[config.mk]
export PLATFORM = sky130hd
export DESIGN_NAME = ioexp_top
export DESIGN_NICKNAME = d
export VERILOG_FILES = /design/src/common/ioexp_pkg.sv /design/src/hdl/ioexp_top.sv /design/src/hdl/ioexp_filt.sv /design/src/hdl/ioexp_port.sv
export VERILOG_INCLUDE_DIRS = /design/src /design/src/common
export SDC_FILE = /design/constraint.sdc
export NUM_CORES = 1
export LEC_CHECK = 0
export BUFFER_PORTS_ARGS = -buffer_cell sky130_fd_sc_hd__buf_4
export CAP_MARGIN = 20
export CORE_ASPECT_RATIO = 1.4
export CORE_MARGIN = 1.5
export CORE_UTILIZATION = 40
export DETAILED_ROUTE_END_ITERATION = 7
export PLACE_DENSITY = 0.59
export SYNTH_ARGS = -nofsm -noshare
export SYNTH_HDL_FRONTEND = slang
export SYNTH_SLANG_ARGS = --single-unit
[constraint.sdc]
create_clock -name CORE_CLK -period 2.91 [get_ports CORE_CLK]
set_input_delay 0.1455 -clock CORE_CLK [delete_from_list [all_inputs] [get_ports CORE_CLK]]
set_output_delay 0.1455 -clock CORE_CLK [all_outputs]
set_load 0.005 [all_outputs]
[src/common/ioexp_params.svh]
// Constants for the sixteen-line two-wire I/O expander.
// Assumes inclusion by bare name from every file that needs it.
`ifndef IOEXP_PARAMS_SVH
`define IOEXP_PARAMS_SVH

// Timing
`define IOEXP_CLK_NS 25
`define IOEXP_SPIKE_NS 50
`define IOEXP_FILT_CYC ((`IOEXP_SPIKE_NS + `IOEXP_CLK_NS - 1) / `IOEXP_CLK_NS)

// Port geometry
`define IOEXP_PORT_W 8
`define IOEXP_BIT_LAST 4'h8

// Device register commands
`define IOEXP_CMD_IN_A 3'h0
`define IOEXP_CMD_IN_B 3'h1
`define IOEXP_CMD_OUT_A 3'h2
`define IOEXP_CMD_OUT_B 3'h3
`define IOEXP_CMD_POL_A 3'h4
`define IOEXP_CMD_POL_B 3'h5
`define IOEXP_CMD_CFG_A 3'h6
`define IOEXP_CMD_CFG_B 3'h7

// Device register reset values
`define IOEXP_OUT_RST 8'hFF
`define IOEXP_POL_RST 8'h00
`define IOEXP_CFG_RST 8'hFF

// Address pin strap codes
`define IOEXP_STRAP_GND 2'h0
`define IOEXP_STRAP_VDD 2'h1
`define IOEXP_STRAP_SDA 2'h2
`define IOEXP_STRAP_SCL 2'h3
`define IOEXP_ADDR_BASE 1'h1

// Avalon register byte offsets
`define IOEXP_REG_CTRL 4'h0
`define IOEXP_REG_STAT 4'h4
`define IOEXP_REG_IRQ_ST 4'h8
`define IOEXP_REG_IRQ_MSK 4'hC

// Field positions
`define IOEXP_CTRL_EN 0
`define IOEXP_CTRL_RST 1'h1
`define IOEXP_STAT_ADDR_LSB 16
`define IOEXP_IRQ_CHANGE 0
`define IOEXP_IRQ_WRITE 1
`define IOEXP_IRQ_INREAD 2
`define IOEXP_IRQ_W 3
`define IOEXP_IRQ_RST 3'h0

`endif

[src/common/ioexp_pkg.sv]
// Types shared by the I/O expander modules.
// Assumes the parameter header is on the include path.
`default_nettype none
`include "ioexp_params.svh"
package ioexp_pkg;
   typedef enum logic [7:0] {
      ST_IDLE = 8'h01,
      ST_ADDR = 8'h02,
      ST_ACKA = 8'h04,
      ST_CMD  = 8'h08,
      ST_ACKC = 8'h10,
      ST_WR   = 8'h20,
      ST_RD   = 8'h40,
      ST_RACK = 8'h80
   } ioexp_state_e;

   // Strap code of one address pin from three samples
   function automatic logic [1:0] ioexp_code(input logic pre, input logic st, input logic low);
      if (!st) begin
         ioexp_code = pre ? `IOEXP_STRAP_SDA : `IOEXP_STRAP_GND;
      end else begin
         ioexp_code = low ? `IOEXP_STRAP_VDD : `IOEXP_STRAP_SCL;
      end
   endfunction
endpackage
`default_nettype wire

[src/hdl/ioexp_top.sv]
// What this block does
// (RULE1) Two eight-line ports with four registers each
// (RULE2) All lines are inputs after reset
// (RULE3) Direction bit per line chooses input or output
// (RULE4) Input register samples pins; outputs follow register
// (RULE5) Polarity bit inverts input value read back
// (RULE6) Master can read every device register
// (RULE7) Interrupt while input differs from held value
// (RULE8) Interrupt pin open-drain, pulls low when active
// (RULE9) Reset loads defaults, bus machine goes idle
// (RULE10) Three strap pins give sixty-four addresses
// (RULE11) Works at 100 kHz, 400 kHz, 1 MHz
// (RULE12) Spikes filtered on serial clock and data
// (RULE13) Open-drain variant only pulls low for zero
// (RULE14) Command byte selects register; input read clears interrupt
// (RULE15) Acknowledge only the strapped seven-bit address
//
// Top of the two-wire I/O expander with an Avalon-MM side channel.
// Assumes SCL, SDA, straps and port pins synchronous to CORE_CLK.
`default_nettype none
`include "ioexp_params.svh"
module ioexp_top
   import ioexp_pkg::*;
#(
   parameter int W = `IOEXP_PORT_W,
   parameter bit OPEN_DRAIN = 1'b0,
   parameter int FILT_CYC = `IOEXP_FILT_CYC
) (
   input wire logic CORE_CLK,
   input wire logic RST_N,
   input wire logic SCL_I,
   input wire logic SDA_I,
   output logic SDA_O,
   output logic SDA_OE_N,
   input wire logic ADDR_SELECT_0,
   input wire logic ADDR_SELECT_1,
   input wire logic ADDR_SELECT_2,
   input wire logic [W-1:0] PORT_A_I,
   output logic [W-1:0] PORT_A_O,
   output logic [W-1:0] PORT_A_OE_N,
   input wire logic [W-1:0] PORT_B_I,
   output logic [W-1:0] PORT_B_O,
   output logic [W-1:0] PORT_B_OE_N,
   output logic INT_N_O,
   output logic INT_N_OE_N,
   input wire logic [3:0] AVS_ADDRESS,
   input wire logic AVS_READ,
   input wire logic AVS_WRITE,
   input wire logic [31:0] AVS_WRITEDATA,
   input wire logic [3:0] AVS_BYTEENABLE,
   output logic [31:0] AVS_READDATA,
   output logic AVS_WAITREQUEST,
   output logic IRQ
);
   // Filtered serial and strap lines
   logic [4:0] filt;
   logic scl_f;
   logic sda_f;
   logic [2:0] strap_f;

   ioexp_filt #(.W(5), .CYC(FILT_CYC)) u_filt (
      .clk(CORE_CLK),
      .rst_n(RST_N),
      .raw({ADDR_SELECT_2, ADDR_SELECT_1, ADDR_SELECT_0, SDA_I, SCL_I}), // RULE12
      .filt(filt)
   );

   assign scl_f = filt[0];
   assign sda_f = filt[1];
   assign strap_f = filt[4:2];

   logic scl_prev_q;
   logic sda_prev_q;
   logic [2:0] strap_prev_q;
   logic scl_rise;
   logic scl_fall;
   logic bus_start;
   logic bus_stop;

   assign scl_rise = scl_f && !scl_prev_q; // RULE11
   assign scl_fall = !scl_f && scl_prev_q;
   assign bus_start = scl_f && scl_prev_q && sda_prev_q && !sda_f;
   assign bus_stop = scl_f && scl_prev_q && !sda_prev_q && sda_f;

   // Bus state
   ioexp_state_e state_q;
   ioexp_state_e state_d;
   logic [7:0] shreg_q;
   logic [3:0] cnt_q;
   logic [2:0] cmd_q;
   logic rw_q;
   logic nack_q;
   logic sda_low_q;
   logic [2:0] strap_pre_q;
   logic [2:0] strap_st_q;
   logic [2:0] strap_low_q;
   logic need_low_q;
   logic ctrl_en_q;

   // Own address from strap codes
   logic [6:0] my_addr;
   assign my_addr = {`IOEXP_ADDR_BASE,
                     ioexp_code(strap_pre_q[2], strap_st_q[2], strap_low_q[2]),
                     ioexp_code(strap_pre_q[1], strap_st_q[1], strap_low_q[1]),
                     ioexp_code(strap_pre_q[0], strap_st_q[0], strap_low_q[0])}; // RULE10

   logic byte_done;
   logic addr_hit;
   logic wr_strobe;
   logic load_rd;
   logic [2:0] rd_sel;
   assign byte_done = scl_fall && (cnt_q == `IOEXP_BIT_LAST);
   assign addr_hit = ctrl_en_q && (shreg_q[7:1] == my_addr); // RULE15
   assign wr_strobe = (state_q == ST_WR) && byte_done;
   assign load_rd = scl_fall && (((state_q == ST_ACKA) && rw_q)
                                 || ((state_q == ST_RACK) && !nack_q));
   assign rd_sel = (state_q == ST_RACK) ? (cmd_q ^ 3'h1) : cmd_q;

   // Port register banks
   logic [W-1:0] out_a, pol_a, cfg_a, rdv_a;
   logic [W-1:0] out_b, pol_b, cfg_b, rdv_b;
   logic chg_a;
   logic chg_b;

   ioexp_port #(.W(W), .OPEN_DRAIN(OPEN_DRAIN)) u_port_a ( // RULE1
      .clk(CORE_CLK),
      .rst_n(RST_N),
      .pin_i(PORT_A_I),
      .wdata(shreg_q[W-1:0]),
      .wr_out(wr_strobe && cmd_q == `IOEXP_CMD_OUT_A),
      .wr_pol(wr_strobe && cmd_q == `IOEXP_CMD_POL_A),
      .wr_cfg(wr_strobe && cmd_q == `IOEXP_CMD_CFG_A),
      .snap_ld(load_rd && rd_sel == `IOEXP_CMD_IN_A),
      .out_val(out_a),
      .pol_val(pol_a),
      .cfg_val(cfg_a),
      .rd_val(rdv_a),
      .pin_o(PORT_A_O),
      .pin_oe_n(PORT_A_OE_N),
      .changed(chg_a)
   );

   ioexp_port #(.W(W), .OPEN_DRAIN(OPEN_DRAIN)) u_port_b ( // RULE1
      .clk(CORE_CLK),
      .rst_n(RST_N),
      .pin_i(PORT_B_I),
      .wdata(shreg_q[W-1:0]),
      .wr_out(wr_strobe && cmd_q == `IOEXP_CMD_OUT_B),
      .wr_pol(wr_strobe && cmd_q == `IOEXP_CMD_POL_B),
      .wr_cfg(wr_strobe && cmd_q == `IOEXP_CMD_CFG_B),
      .snap_ld(load_rd && rd_sel == `IOEXP_CMD_IN_B),
      .out_val(out_b),
      .pol_val(pol_b),
      .cfg_val(cfg_b),
      .rd_val(rdv_b),
      .pin_o(PORT_B_O),
      .pin_oe_n(PORT_B_OE_N),
      .changed(chg_b)
   );

   // Read mux over all eight registers
   logic [7:0] rd_byte;
   always_comb begin
      unique case (rd_sel)
         `IOEXP_CMD_IN_A: rd_byte = 8'(rdv_a);
         `IOEXP_CMD_IN_B: rd_byte = 8'(rdv_b);
         `IOEXP_CMD_OUT_A: rd_byte = 8'(out_a);
         `IOEXP_CMD_OUT_B: rd_byte = 8'(out_b);
         `IOEXP_CMD_POL_A: rd_byte = 8'(pol_a);
         `IOEXP_CMD_POL_B: rd_byte = 8'(pol_b);
         `IOEXP_CMD_CFG_A: rd_byte = 8'(cfg_a);
         `IOEXP_CMD_CFG_B: rd_byte = 8'(cfg_b);
      endcase
   end // RULE6

   // Next bus state
   always_comb begin
      state_d = state_q;
      if (bus_start) begin
         state_d = ST_ADDR;
      end else if (bus_stop) begin
         state_d = ST_IDLE;
      end else begin
         unique case (state_q)
            ST_IDLE: state_d = ST_IDLE;
            ST_ADDR: if (byte_done) state_d = addr_hit ? ST_ACKA : ST_IDLE; // RULE15
            ST_ACKA: if (scl_fall) state_d = rw_q ? ST_RD : ST_CMD;
            ST_CMD: if (byte_done) state_d = ST_ACKC; // RULE14
            ST_ACKC: if (scl_fall) state_d = ST_WR;
            ST_WR: if (byte_done) state_d = ST_ACKC;
            ST_RD: if (scl_fall && cnt_q == `IOEXP_BIT_LAST - 4'h1) state_d = ST_RACK;
            ST_RACK: if (scl_fall) state_d = nack_q ? ST_IDLE : ST_RD;
         endcase
      end
   end

   always_ff @(posedge CORE_CLK) begin
      if (!RST_N) begin
         state_q <= ST_IDLE; // RULE9
         scl_prev_q <= 1'b1;
         sda_prev_q <= 1'b1;
         strap_prev_q <= 3'h0;
      end else begin
         state_q <= state_d;
         scl_prev_q <= scl_f;
         sda_prev_q <= sda_f;
         strap_prev_q <= strap_f;
      end
   end

   // Strap capture: before start, at start, first clock low
   always_ff @(posedge CORE_CLK) begin
      if (!RST_N) begin
         strap_pre_q <= 3'h0;
         strap_st_q <= 3'h0;
         strap_low_q <= 3'h0;
         need_low_q <= 1'b0;
      end else if (bus_start) begin
         strap_pre_q <= strap_prev_q; // RULE10
         strap_st_q <= strap_f;
         need_low_q <= 1'b1;
      end else if (need_low_q && scl_fall) begin
         strap_low_q <= strap_f;
         need_low_q <= 1'b0;
      end
   end

   // Shifter, bit count, command pointer and data line
   always_ff @(posedge CORE_CLK) begin
      if (!RST_N) begin
         shreg_q <= 8'h00;
         cnt_q <= 4'h0;
         cmd_q <= `IOEXP_CMD_IN_A;
         rw_q <= 1'b0;
         nack_q <= 1'b0;
         sda_low_q <= 1'b0;
      end else if (bus_start || bus_stop) begin
         cnt_q <= 4'h0;
         sda_low_q <= 1'b0;
      end else begin
         unique case (state_q)
            ST_IDLE: sda_low_q <= 1'b0;
            ST_ADDR, ST_CMD, ST_WR: begin
               if (scl_rise) begin
                  shreg_q <= {shreg_q[6:0], sda_f};
                  cnt_q <= cnt_q + 4'h1;
               end
               if (byte_done) begin
                  cnt_q <= 4'h0;
                  sda_low_q <= (state_q != ST_ADDR) || addr_hit;
                  if (state_q == ST_ADDR) rw_q <= shreg_q[0];
                  if (state_q == ST_CMD) cmd_q <= shreg_q[2:0]; // RULE14
                  // Successive writes alternate within the register pair
                  if (state_q == ST_WR) cmd_q <= cmd_q ^ 3'h1;
               end
            end
            ST_ACKA, ST_ACKC: begin
               if (scl_fall) begin
                  sda_low_q <= 1'b0;
                  if (load_rd) begin
                     shreg_q <= rd_byte;
                     sda_low_q <= !rd_byte[7];
                  end
               end
            end
            ST_RD: begin
               if (scl_fall) begin
                  if (cnt_q == `IOEXP_BIT_LAST - 4'h1) begin
                     cnt_q <= 4'h0;
                     sda_low_q <= 1'b0;
                  end else begin
                     shreg_q <= {shreg_q[6:0], 1'b0};
                     sda_low_q <= !shreg_q[6];
                     cnt_q <= cnt_q + 4'h1;
                  end
               end
            end
            ST_RACK: begin
               if (scl_rise) nack_q <= sda_f;
               if (load_rd) begin
                  cmd_q <= rd_sel;
                  shreg_q <= rd_byte;
                  sda_low_q <= !rd_byte[7];
               end
            end
         endcase
      end
   end

   // Open-drain data line, released unless pulling low
   assign SDA_O = 1'b0;
   assign SDA_OE_N = !sda_low_q;

   // Device interrupt pin
   logic changed;
   assign changed = chg_a || chg_b; // RULE7
   assign INT_N_O = 1'b0;
   assign INT_N_OE_N = !changed; // RULE8

   // Avalon slave: one wait cycle, then the answer
   logic ack_q;
   logic [31:0] rdata_q;
   logic [`IOEXP_IRQ_W-1:0] irq_st_q;
   logic [`IOEXP_IRQ_W-1:0] irq_msk_q;
   logic changed_q;
   logic av_req;
   logic av_wr;
   logic sel_ctrl;
   logic sel_stat;
   logic sel_irq_st;
   logic sel_irq_msk;
   logic [31:0] stat_word;
   logic [31:0] av_rmux;
   logic [`IOEXP_IRQ_W-1:0] irq_set;
   logic [`IOEXP_IRQ_W-1:0] irq_clr;

   assign av_req = (AVS_READ || AVS_WRITE) && !ack_q;
   assign AVS_WAITREQUEST = (AVS_READ || AVS_WRITE) && !ack_q;
   assign av_wr = AVS_WRITE && ack_q && AVS_BYTEENABLE[0];
   assign sel_ctrl = AVS_ADDRESS == `IOEXP_REG_CTRL;
   assign sel_stat = AVS_ADDRESS == `IOEXP_REG_STAT;
   assign sel_irq_st = AVS_ADDRESS == `IOEXP_REG_IRQ_ST;
   assign sel_irq_msk = AVS_ADDRESS == `IOEXP_REG_IRQ_MSK;
   assign stat_word = {9'h000, my_addr, 8'(rdv_b ^ pol_b), 8'(rdv_a ^ pol_a)};
   assign av_rmux = sel_ctrl ? {31'h0, ctrl_en_q}
                  : sel_stat ? stat_word
                  : sel_irq_st ? {29'h0, irq_st_q}
                  : sel_irq_msk ? {29'h0, irq_msk_q}
                  : 32'h0;
   assign irq_set = {load_rd && (rd_sel == `IOEXP_CMD_IN_A || rd_sel == `IOEXP_CMD_IN_B),
                     wr_strobe,
                     changed && !changed_q};
   assign irq_clr = (av_wr && sel_irq_st) ? AVS_WRITEDATA[`IOEXP_IRQ_W-1:0] : '0;
   assign AVS_READDATA = rdata_q;
   assign IRQ = |(irq_st_q & irq_msk_q);

   always_ff @(posedge CORE_CLK) begin
      if (!RST_N) begin
         ack_q <= 1'b0;
         rdata_q <= 32'h0;
         ctrl_en_q <= `IOEXP_CTRL_RST;
         irq_st_q <= `IOEXP_IRQ_RST;
         irq_msk_q <= `IOEXP_IRQ_RST;
         changed_q <= 1'b0;
      end else begin
         ack_q <= av_req;
         if (av_req && AVS_READ) rdata_q <= av_rmux;
         if (av_wr && sel_ctrl) ctrl_en_q <= AVS_WRITEDATA[`IOEXP_CTRL_EN];
         if (av_wr && sel_irq_msk) irq_msk_q <= AVS_WRITEDATA[`IOEXP_IRQ_W-1:0];
         // Set beats a clear in the same cycle
         irq_st_q <= (irq_st_q & ~irq_clr) | irq_set;
         changed_q <= changed;
      end
   end
endmodule
`default_nettype wire

[src/hdl/ioexp_filt.sv]
// Spike filter for the serial and strap inputs.
// Assumes inputs already synchronous to clk.
`default_nettype none
`include "ioexp_params.svh"
module ioexp_filt
   import ioexp_pkg::*;
#(
   parameter int W = 5,
   parameter int CYC = `IOEXP_FILT_CYC
) (
   input wire logic clk,
   input wire logic rst_n,
   input wire logic [W-1:0] raw,
   output logic [W-1:0] filt
);
   logic [W-1:0][3:0] cnt_q;

   // Output follows only after CYC equal samples
   always_ff @(posedge clk) begin
      for (int i = 0; i < W; i++) begin
         if (!rst_n) begin
            filt[i] <= 1'b1;
            cnt_q[i] <= 4'h0;
         end else if (raw[i] == filt[i]) begin
            cnt_q[i] <= 4'h0;
         end else if (cnt_q[i] >= 4'(CYC - 1)) begin
            filt[i] <= raw[i];
            cnt_q[i] <= 4'h0;
         end else begin
            cnt_q[i] <= cnt_q[i] + 4'h1;
         end
      end
   end
endmodule
`default_nettype wire

[src/hdl/ioexp_port.sv]
// One eight-line port: output, polarity and direction registers,
// input sampling and change detection. Pins synchronous to clk.
`default_nettype none
`include "ioexp_params.svh"
module ioexp_port
   import ioexp_pkg::*;
#(
   parameter int W = `IOEXP_PORT_W,
   parameter bit OPEN_DRAIN = 1'b0
) (
   input wire logic clk,
   input wire logic rst_n,
   input wire logic [W-1:0] pin_i,
   input wire logic [W-1:0] wdata,
   input wire logic wr_out,
   input wire logic wr_pol,
   input wire logic wr_cfg,
   input wire logic snap_ld,
   output logic [W-1:0] out_val,
   output logic [W-1:0] pol_val,
   output logic [W-1:0] cfg_val,
   output logic [W-1:0] rd_val,
   output logic [W-1:0] pin_o,
   output logic [W-1:0] pin_oe_n,
   output logic changed
);
   logic [W-1:0] pin_q;
   logic [W-1:0] snap_q;
   logic init_q;

   always_ff @(posedge clk) begin
      if (!rst_n) begin
         out_val <= W'(`IOEXP_OUT_RST);
         pol_val <= W'(`IOEXP_POL_RST);
         cfg_val <= W'(`IOEXP_CFG_RST); // RULE2
         pin_q <= '0;
         snap_q <= '0;
         init_q <= 1'b0;
      end else begin
         pin_q <= pin_i; // RULE4
         init_q <= 1'b1;
         if (wr_out) out_val <= wdata;
         if (wr_pol) pol_val <= wdata;
         if (wr_cfg) cfg_val <= wdata; // RULE3
         // Held value starts from the pins, not a blind zero
         if (snap_ld || !init_q) snap_q <= init_q ? pin_q : pin_i; // RULE14
      end
   end

   assign rd_val = pin_q ^ pol_val; // RULE5
   assign changed = init_q && |((pin_q ^ snap_q) & cfg_val); // RULE7
   // Direction bit high keeps the line released
   assign pin_o = OPEN_DRAIN ? '0 : out_val; // RULE4
   assign pin_oe_n = OPEN_DRAIN ? (cfg_val | out_val) : cfg_val; // RULE3 RULE13
endmodule
`default_nettype wire

==> results.cfg, run 1 <==
[outcome]
status = finished, final reports clean

[critical_path]
cp-start-kind = register
crit_required_ns = 3.25
r2r_cells = 7
path_buf_inv = 1
r2r-start = state_q[6]
setup.worst_path.start = state_q[6]
max_stage_delay_ns = 0.73
cp.depth = 7
crit_chain = or4b_1 -> o2bb2ai_1 -> nand4_1 -> o21ai_2 -> buf_4 -> nor2_1 -> a211oi_1
slowest_stage = or4b_1
cp_max_fo = 16
crit_path_end_kind = register
worst-setup-path-type = register to register
cpLargestDelayFamily = simple AND/OR/NAND/NOR gates
reg2reg_to = u_port_a.snap_q[7]
crit_arrival_ns = 2.90
crit_end = u_port_a.snap_q[7]
r2r_slack_ns = 0.35

[power_and_ir_drop]
switchingPower_mw = 1.32
power_mw = 5.51
ir_worst_vdd_v = 0.000354
switching_share = 0.239
clkPwrFrac = 0.460
intPower_mw = 4.20
p_leak_nw = 4.31
share_seq_of_total_power = 0.467
p_comb_frac = 0.072
power_per_cell_area_nw_per_um2 = 525

[layout]
finalNonFillerCells = 1334
drive_above_1_share = 0.182
final_cell_area_um2 = 10500
fin_nets = 1143
layout_commonest_cell = dfxtp_1
final_cell_mix = dfxtp_1 (179), buf_4 (130), nor2_1 (109)
diodes = 0
utilization = 0.497
syn_to_final_growth_pct = 22.3

[route]
dr.pass1.iters = 5
wl_per_cell_um = 17.7
ant_nets = 0
drcViolationCount = 0
first_iter_violations = 397
viasPerCell = 5.32
wl_um = 23600
vias = 7094

[floorplan]
rows = 63
design.core.area_um2 = 21100
die_height_um = 176
start_util = 0.406
io_pins = 135
die-area_um2 = 22400
die_w_um = 127

[timing]
timing.hold.ws_ns = 0.0760
fin_tns_setup_ns = 0
setup_viol = 0
max_freq_mhz = 391
tightest_slew_ns = 0.855
maxSlewViolCount = 0
fin_crit_ns = 2.56
fin_ws_ns = 0.354
rsz0062_at_grt = no
hold_viol = 0
fin_skew_ns = 0.00985
slew_headroom = 0.429
period_share = 0.878

[global_route]
grt_usage = 0.215
grt_pass1_wl_um = 37000
antenna_found_initial = 0
grt_pass1_vias = 6831
grt_overflow = 0
grt_max_degree = 52

[synthesis]
syn_area_per_cell_um2 = 9.07
synth-edff-count = 0
synth.distinct_cells = 73
syn_inst = 947
syn_area_um2 = 8590
yosysWarnings = 0
ys.flop_type = dfxtp_1
ys_ff_latch = 179
async_flop_share = 0
synth.yosys.seq_area_share = 0.417

[clocking]
clk_latency_ns = 0.44
cts-root-buf = clkbuf_16
clockBufferDepth = 2
path_clk_slew_ns = 0.07
cts_tree = yes
htreeDepth = 4
clock-sinks = 179
cts_buffers = 17
postCtsSetupBuffers = 0
postCtsHoldBufs = 26
cts_resized = 0

[placement]
io_buffers = 91
place_area_um2 = 9590
gp_congestion = 0.923
place_ws_ns = 0.402
place_inst = 1276
dp_hpwl_um = 17100

[job]
cap_viol_max_count = 0

[worst_hold_path]
hp-class = primary input to register
## worst min-delay path by stage
stage | from | end | slack [ns] | cells after the start
CTS | RST_N | u_port_a.init_q | 0.06 | 1
global placement | PORT_A_I[1] | u_port_a.pin_q[1] | 0.36 | 2
finish | RST_N | u_port_a.init_q | 0.08 | 1
floorplan | RST_N | u_port_a.init_q | 0.17 | 0
detailed placement | PORT_A_I[1] | u_port_a.pin_q[1] | 0.36 | 2
global route | RST_N | u_port_a.init_q | 0.08 | 1
## worst reg2reg max path: cells and delay by family, from the launching register on
family | cells | cell delay (ns)
AND/OR/NAND/NOR | 3 | 1.13
buffers and inverters | 1 | 0.22
flip-flops | 1 | 0.40
AO/OA/AOI/OAI | 3 | 0.71
## routing by layer
layer	GRT usage	vias to the layer above	routed length, µm
met5	0	-	0
met4	0.100	0	819
met3	0.0306	52	750
met2	0.399	167	12600
met1	0.240	3370	9450
li1	-	3505	-
## power by group through the flow
stage / sequential (mW) / combinational, mW / clock (mW)
floorplan: 2.60 / 0.263 / 0
global placement: 2.63 / 0.372 / 0
detailed placement: 2.63 / 0.375 / 0
CTS: 2.58 / 0.404 / 2.58
global route: 2.58 / 0.441 / 2.68
finish: 2.58 / 0.400 / 2.54
## cell families after synthesis
logic type                 after synthesis  share of synthesized area
and+or+nand+nor                        326                      0.192
buffers and inverters                  110                     0.0580
xor gates and xnor gates                47                     0.0479
adders and majority gates               17                     0.0248
other                                    1                   0.000437
AOI/OAI and AO/OA                      166                      0.133
DFF                                    179                      0.417
muxes                                  101                      0.126
## synth_stat cells, drive strengths merged (6+ instances only)
cell type	number	area, µm²
and2	24	150
or3	6	37.5
a21oi	40	204
ha	17	213
a211oi	18	135
xor2	30	263
xnor2	17	149
nor3	15	125
nor4b	8	76.3
nor2b	10	62.6
buf	34	213
dfxtp	179	3580
nand2	80	303
o21ai	21	113
nand4	6	37.5
o31ai	7	52.6
mux2	6	67.6
clkbuf	43	161
inv	33	124
nor2	111	422
nor3b	7	52.6
nand2b	12	75.1
mux2i	90	901
nand3	28	145
a22oi	30	225
## flip-flops by register name, summed over array words and instances (netlist names), 4 cells and up
name and count:
u_port_a.cfg_val 8, u_filt.filt 5, u_port_a.pol_val 8, cnt_q 4, u_port_b.out_val 8, u_port_b.pin_q 8
state_q 8, u_port_a.snap_q 8, u_port_b.snap_q 8, AVS_READDATA 23, u_port_b.cfg_val 8, u_port_b.pol_val 8
shreg_q 8, u_port_a.pin_q 8, u_filt.cnt_q 20, u_port_a.out_val 8
## final cells by class
cell class	instances	area, µm²
clock buffer	19	453
clock inverter	13	196
fill	2046	10600
inverter	33	124
multi-input combinational	673	4560
sequential	179	3580
tap	260	325
timing repair buffer	157	1260
Note: power is estimated with default switching activity, not from simulation.
==> run 2: changes to the inputs <==
--- a/config.mk
+++ b/config.mk
@@ -6,7 +6,7 @@
 export SDC_FILE = /design/constraint.sdc
 export NUM_CORES = 1
 export LEC_CHECK = 0
-export BUFFER_PORTS_ARGS = -buffer_cell sky130_fd_sc_hd__buf_4
+export BUFFER_PORTS_ARGS = -buffer_cell sky130_fd_sc_hd__buf_2
 export CAP_MARGIN = 20
 export CORE_ASPECT_RATIO = 1.4
 export CORE_MARGIN = 1.5
==> run 2 against run 1 <==
Clock skew rose by 0.00082 ns. Cell count fell by 0.22%. Non-clock buffer count fell by 2. Largest cell class unchanged. Fmax fell by 2.7%. Register-to-register slack got worse by 0.07 ns. Combinational power fell by 5.0%. Largest power group unchanged. Sequential cell count did not move. Cell area fell by 3.3%.
==> results.cfg, run 2 (synthesized netlist as in run 1, its figures left out) <==
[outcome]
status = finished, final reports clean

[clocking]
cts_tree = yes
clock-sinks = 179
cts-root-buf = clkbuf_16
htreeDepth = 4
cts_buffers = 17
cts_resized = 0
path_clk_slew_ns = 0.07
clk_latency_ns = 0.44
clockBufferDepth = 2

[global_route]
grt_overflow = 0
grt_usage = 0.211
grt_max_degree = 52
grt_pass1_wl_um = 36200
antenna_found_initial = 0
grt_pass1_vias = 6732

[critical_path]
crit_arrival_ns = 2.98
r2r_cells = 7
cp-start-kind = register
path_buf_inv = 1
cpLargestDelayFamily = simple AND/OR/NAND/NOR gates
r2r-start = state_q[7]
r2r_slack_ns = 0.28
max_stage_delay_ns = 0.68
setup.worst_path.start = state_q[7]
crit_path_end_kind = register
crit_chain = or4b_1 -> o2bb2ai_1 -> nand4_1 -> o21ai_2 -> buf_4 -> nor2_1 -> a211oi_1
crit_required_ns = 3.26
worst-setup-path-type = register to register
reg2reg_to = u_port_b.snap_q[7]
cp_max_fo = 16
slowest_stage = or4b_1

[power_and_ir_drop]
ir_worst_vdd_v = 0.000424
p_leak_nw = 4.16
power_per_cell_area_nw_per_um2 = 506

[worst_hold_path]
worstHoldStart = RST_N
hp-class = primary input to register
whs_endpoint = u_port_a.init_q
min_delay_path_depth = 1

[timing]
max_freq_mhz = 380
period_share = 0.903
fin_crit_ns = 2.63
slew_headroom = 0.483
fin_skew_ns = 0.0107
fin_tns_setup_ns = 0
setup_viol = 0
tightest_slew_ns = 0.771
maxSlewViolCount = 0
hold_viol = 0
rsz0062_at_grt = no

[floorplan]
die_w_um = 127
rows = 63
io_pins = 135
die_height_um = 176
start_util = 0.406
design.core.area_um2 = 21100
die-area_um2 = 22400

[layout]
diodes = 0
utilization = 0.480
fin_nets = 1141
largest_reg_flops = 23
final_cell_mix = dfxtp_1 (179), nor2_1 (109), buf_2 (91)
drive_above_1_share = 0.179
syn_to_final_growth_pct = 18.2
layout_commonest_cell = dfxtp_1
nFillCells = 2091

[route]
vias = 7077
wl_per_cell_um = 17.5
ant_nets = 0
first_iter_violations = 369
drcViolationCount = 0
dr.pass1.iters = 8
wl_um = 23300
viasPerCell = 5.32

[placement]
dp_hpwl_um = 16900
gp_congestion = 0.892
io_buffers = 91

[job]
cap_viol_max_count = 0
==> run 2: changes by cell type in the layout (fill, tap and decap cells not counted) <==
cell | before | now
buf_12 | 1 | 0
buf_2 | 0 | 91
buf_4 | 130 | 38
bufinv_16 | 4 | 0
clkbuf_8 | 2 | 4
clkinv_2 | 1 | 3
clkinv_4 | 3 | 2
clkinvlp_4 | 1 | 2
inv_8 | 1 | 0
==> run 2: worst max-delay path by stage <==
stage	to	slack (ns)	cells past startpoint
2_1_floorplan	sda_low_q	0.67	8
3_3_place_gp	u_port_b.pol_val[5]	0.34	6
3_5_place_dp	u_port_b.snap_q[7]	0.32	7
4_1_cts	u_port_b.snap_q[7]	0.29	7
5_1_grt	u_port_b.snap_q[4]	0.15	7
6_report	u_port_b.snap_q[7]	0.28	7
==> run 2: final cells by class <==
class                   count  area (µm²)  area share
clock buffers              21         480      0.0473
clock inverters            10        73.8     0.00727
inverters                  33         124      0.0122
multi-input cells         673        4560       0.449
flip-flops and latches    179        3580       0.353
well taps                 260         325      0.0321
repair buffers            155        1000      0.0986
==> run 2: routing by layer <==
| metal | global-route usage | share of wire | vias to the layer above | wire (µm) |
|---|---|---|---|---|
| met2 | 0.383 | 0.53 | 173 | 12200 |
| met4 | 0.108 | 0.038 | 0 | 888 |
| met1 | 0.235 | 0.41 | 3344 | 9450 |
| met5 | 0 | 0 | - | 0 |
| li1 | - | - | 3514 | - |
| met3 | 0.0345 | 0.030 | 46 | 696 |
==> run 2: report_power, final <==
part           internal (mW)  switching, mW  total [mW]  leakage [nW]
sequential              2.51         0.0661        2.58          1.46
combinational          0.169          0.211       0.380          2.43
clock                   1.18          0.992        2.18         0.272
total                   3.86           1.27        5.13          4.16
==> run 2: repair_timing <==
action	CTS	global route
endpoints found under the hold margin	26	0
setup buffers	0	0
hold buffers	26	0
==> run 2: stage by stage <==
step           std cells  cell area (µm²)  hold WS, ns  worst slack [ns]  total power, mW
4_1_cts             1331            10100       0.0871             0.293             5.19
6_report            1331            10100        0.103             0.281             5.13
2_1_floorplan        962             8640        0.173             0.670             2.87
3_3_place_gp        1274             9340        0.364             0.342             2.98
5_1_grt             1331            10100        0.109             0.154             5.31
3_5_place_dp        1274             9340        0.366             0.322             2.99
==> run 2: worst register-to-register path, cell delays in order (launching register included) <==
cell and delay, ns:
dfxtp_1 0.54, or4b_1 0.68, o2bb2ai_1 0.27, nand4_1 0.34, o21ai_2 0.22, buf_4 0.22, nor2_1 0.06, a211oi_1 0.22
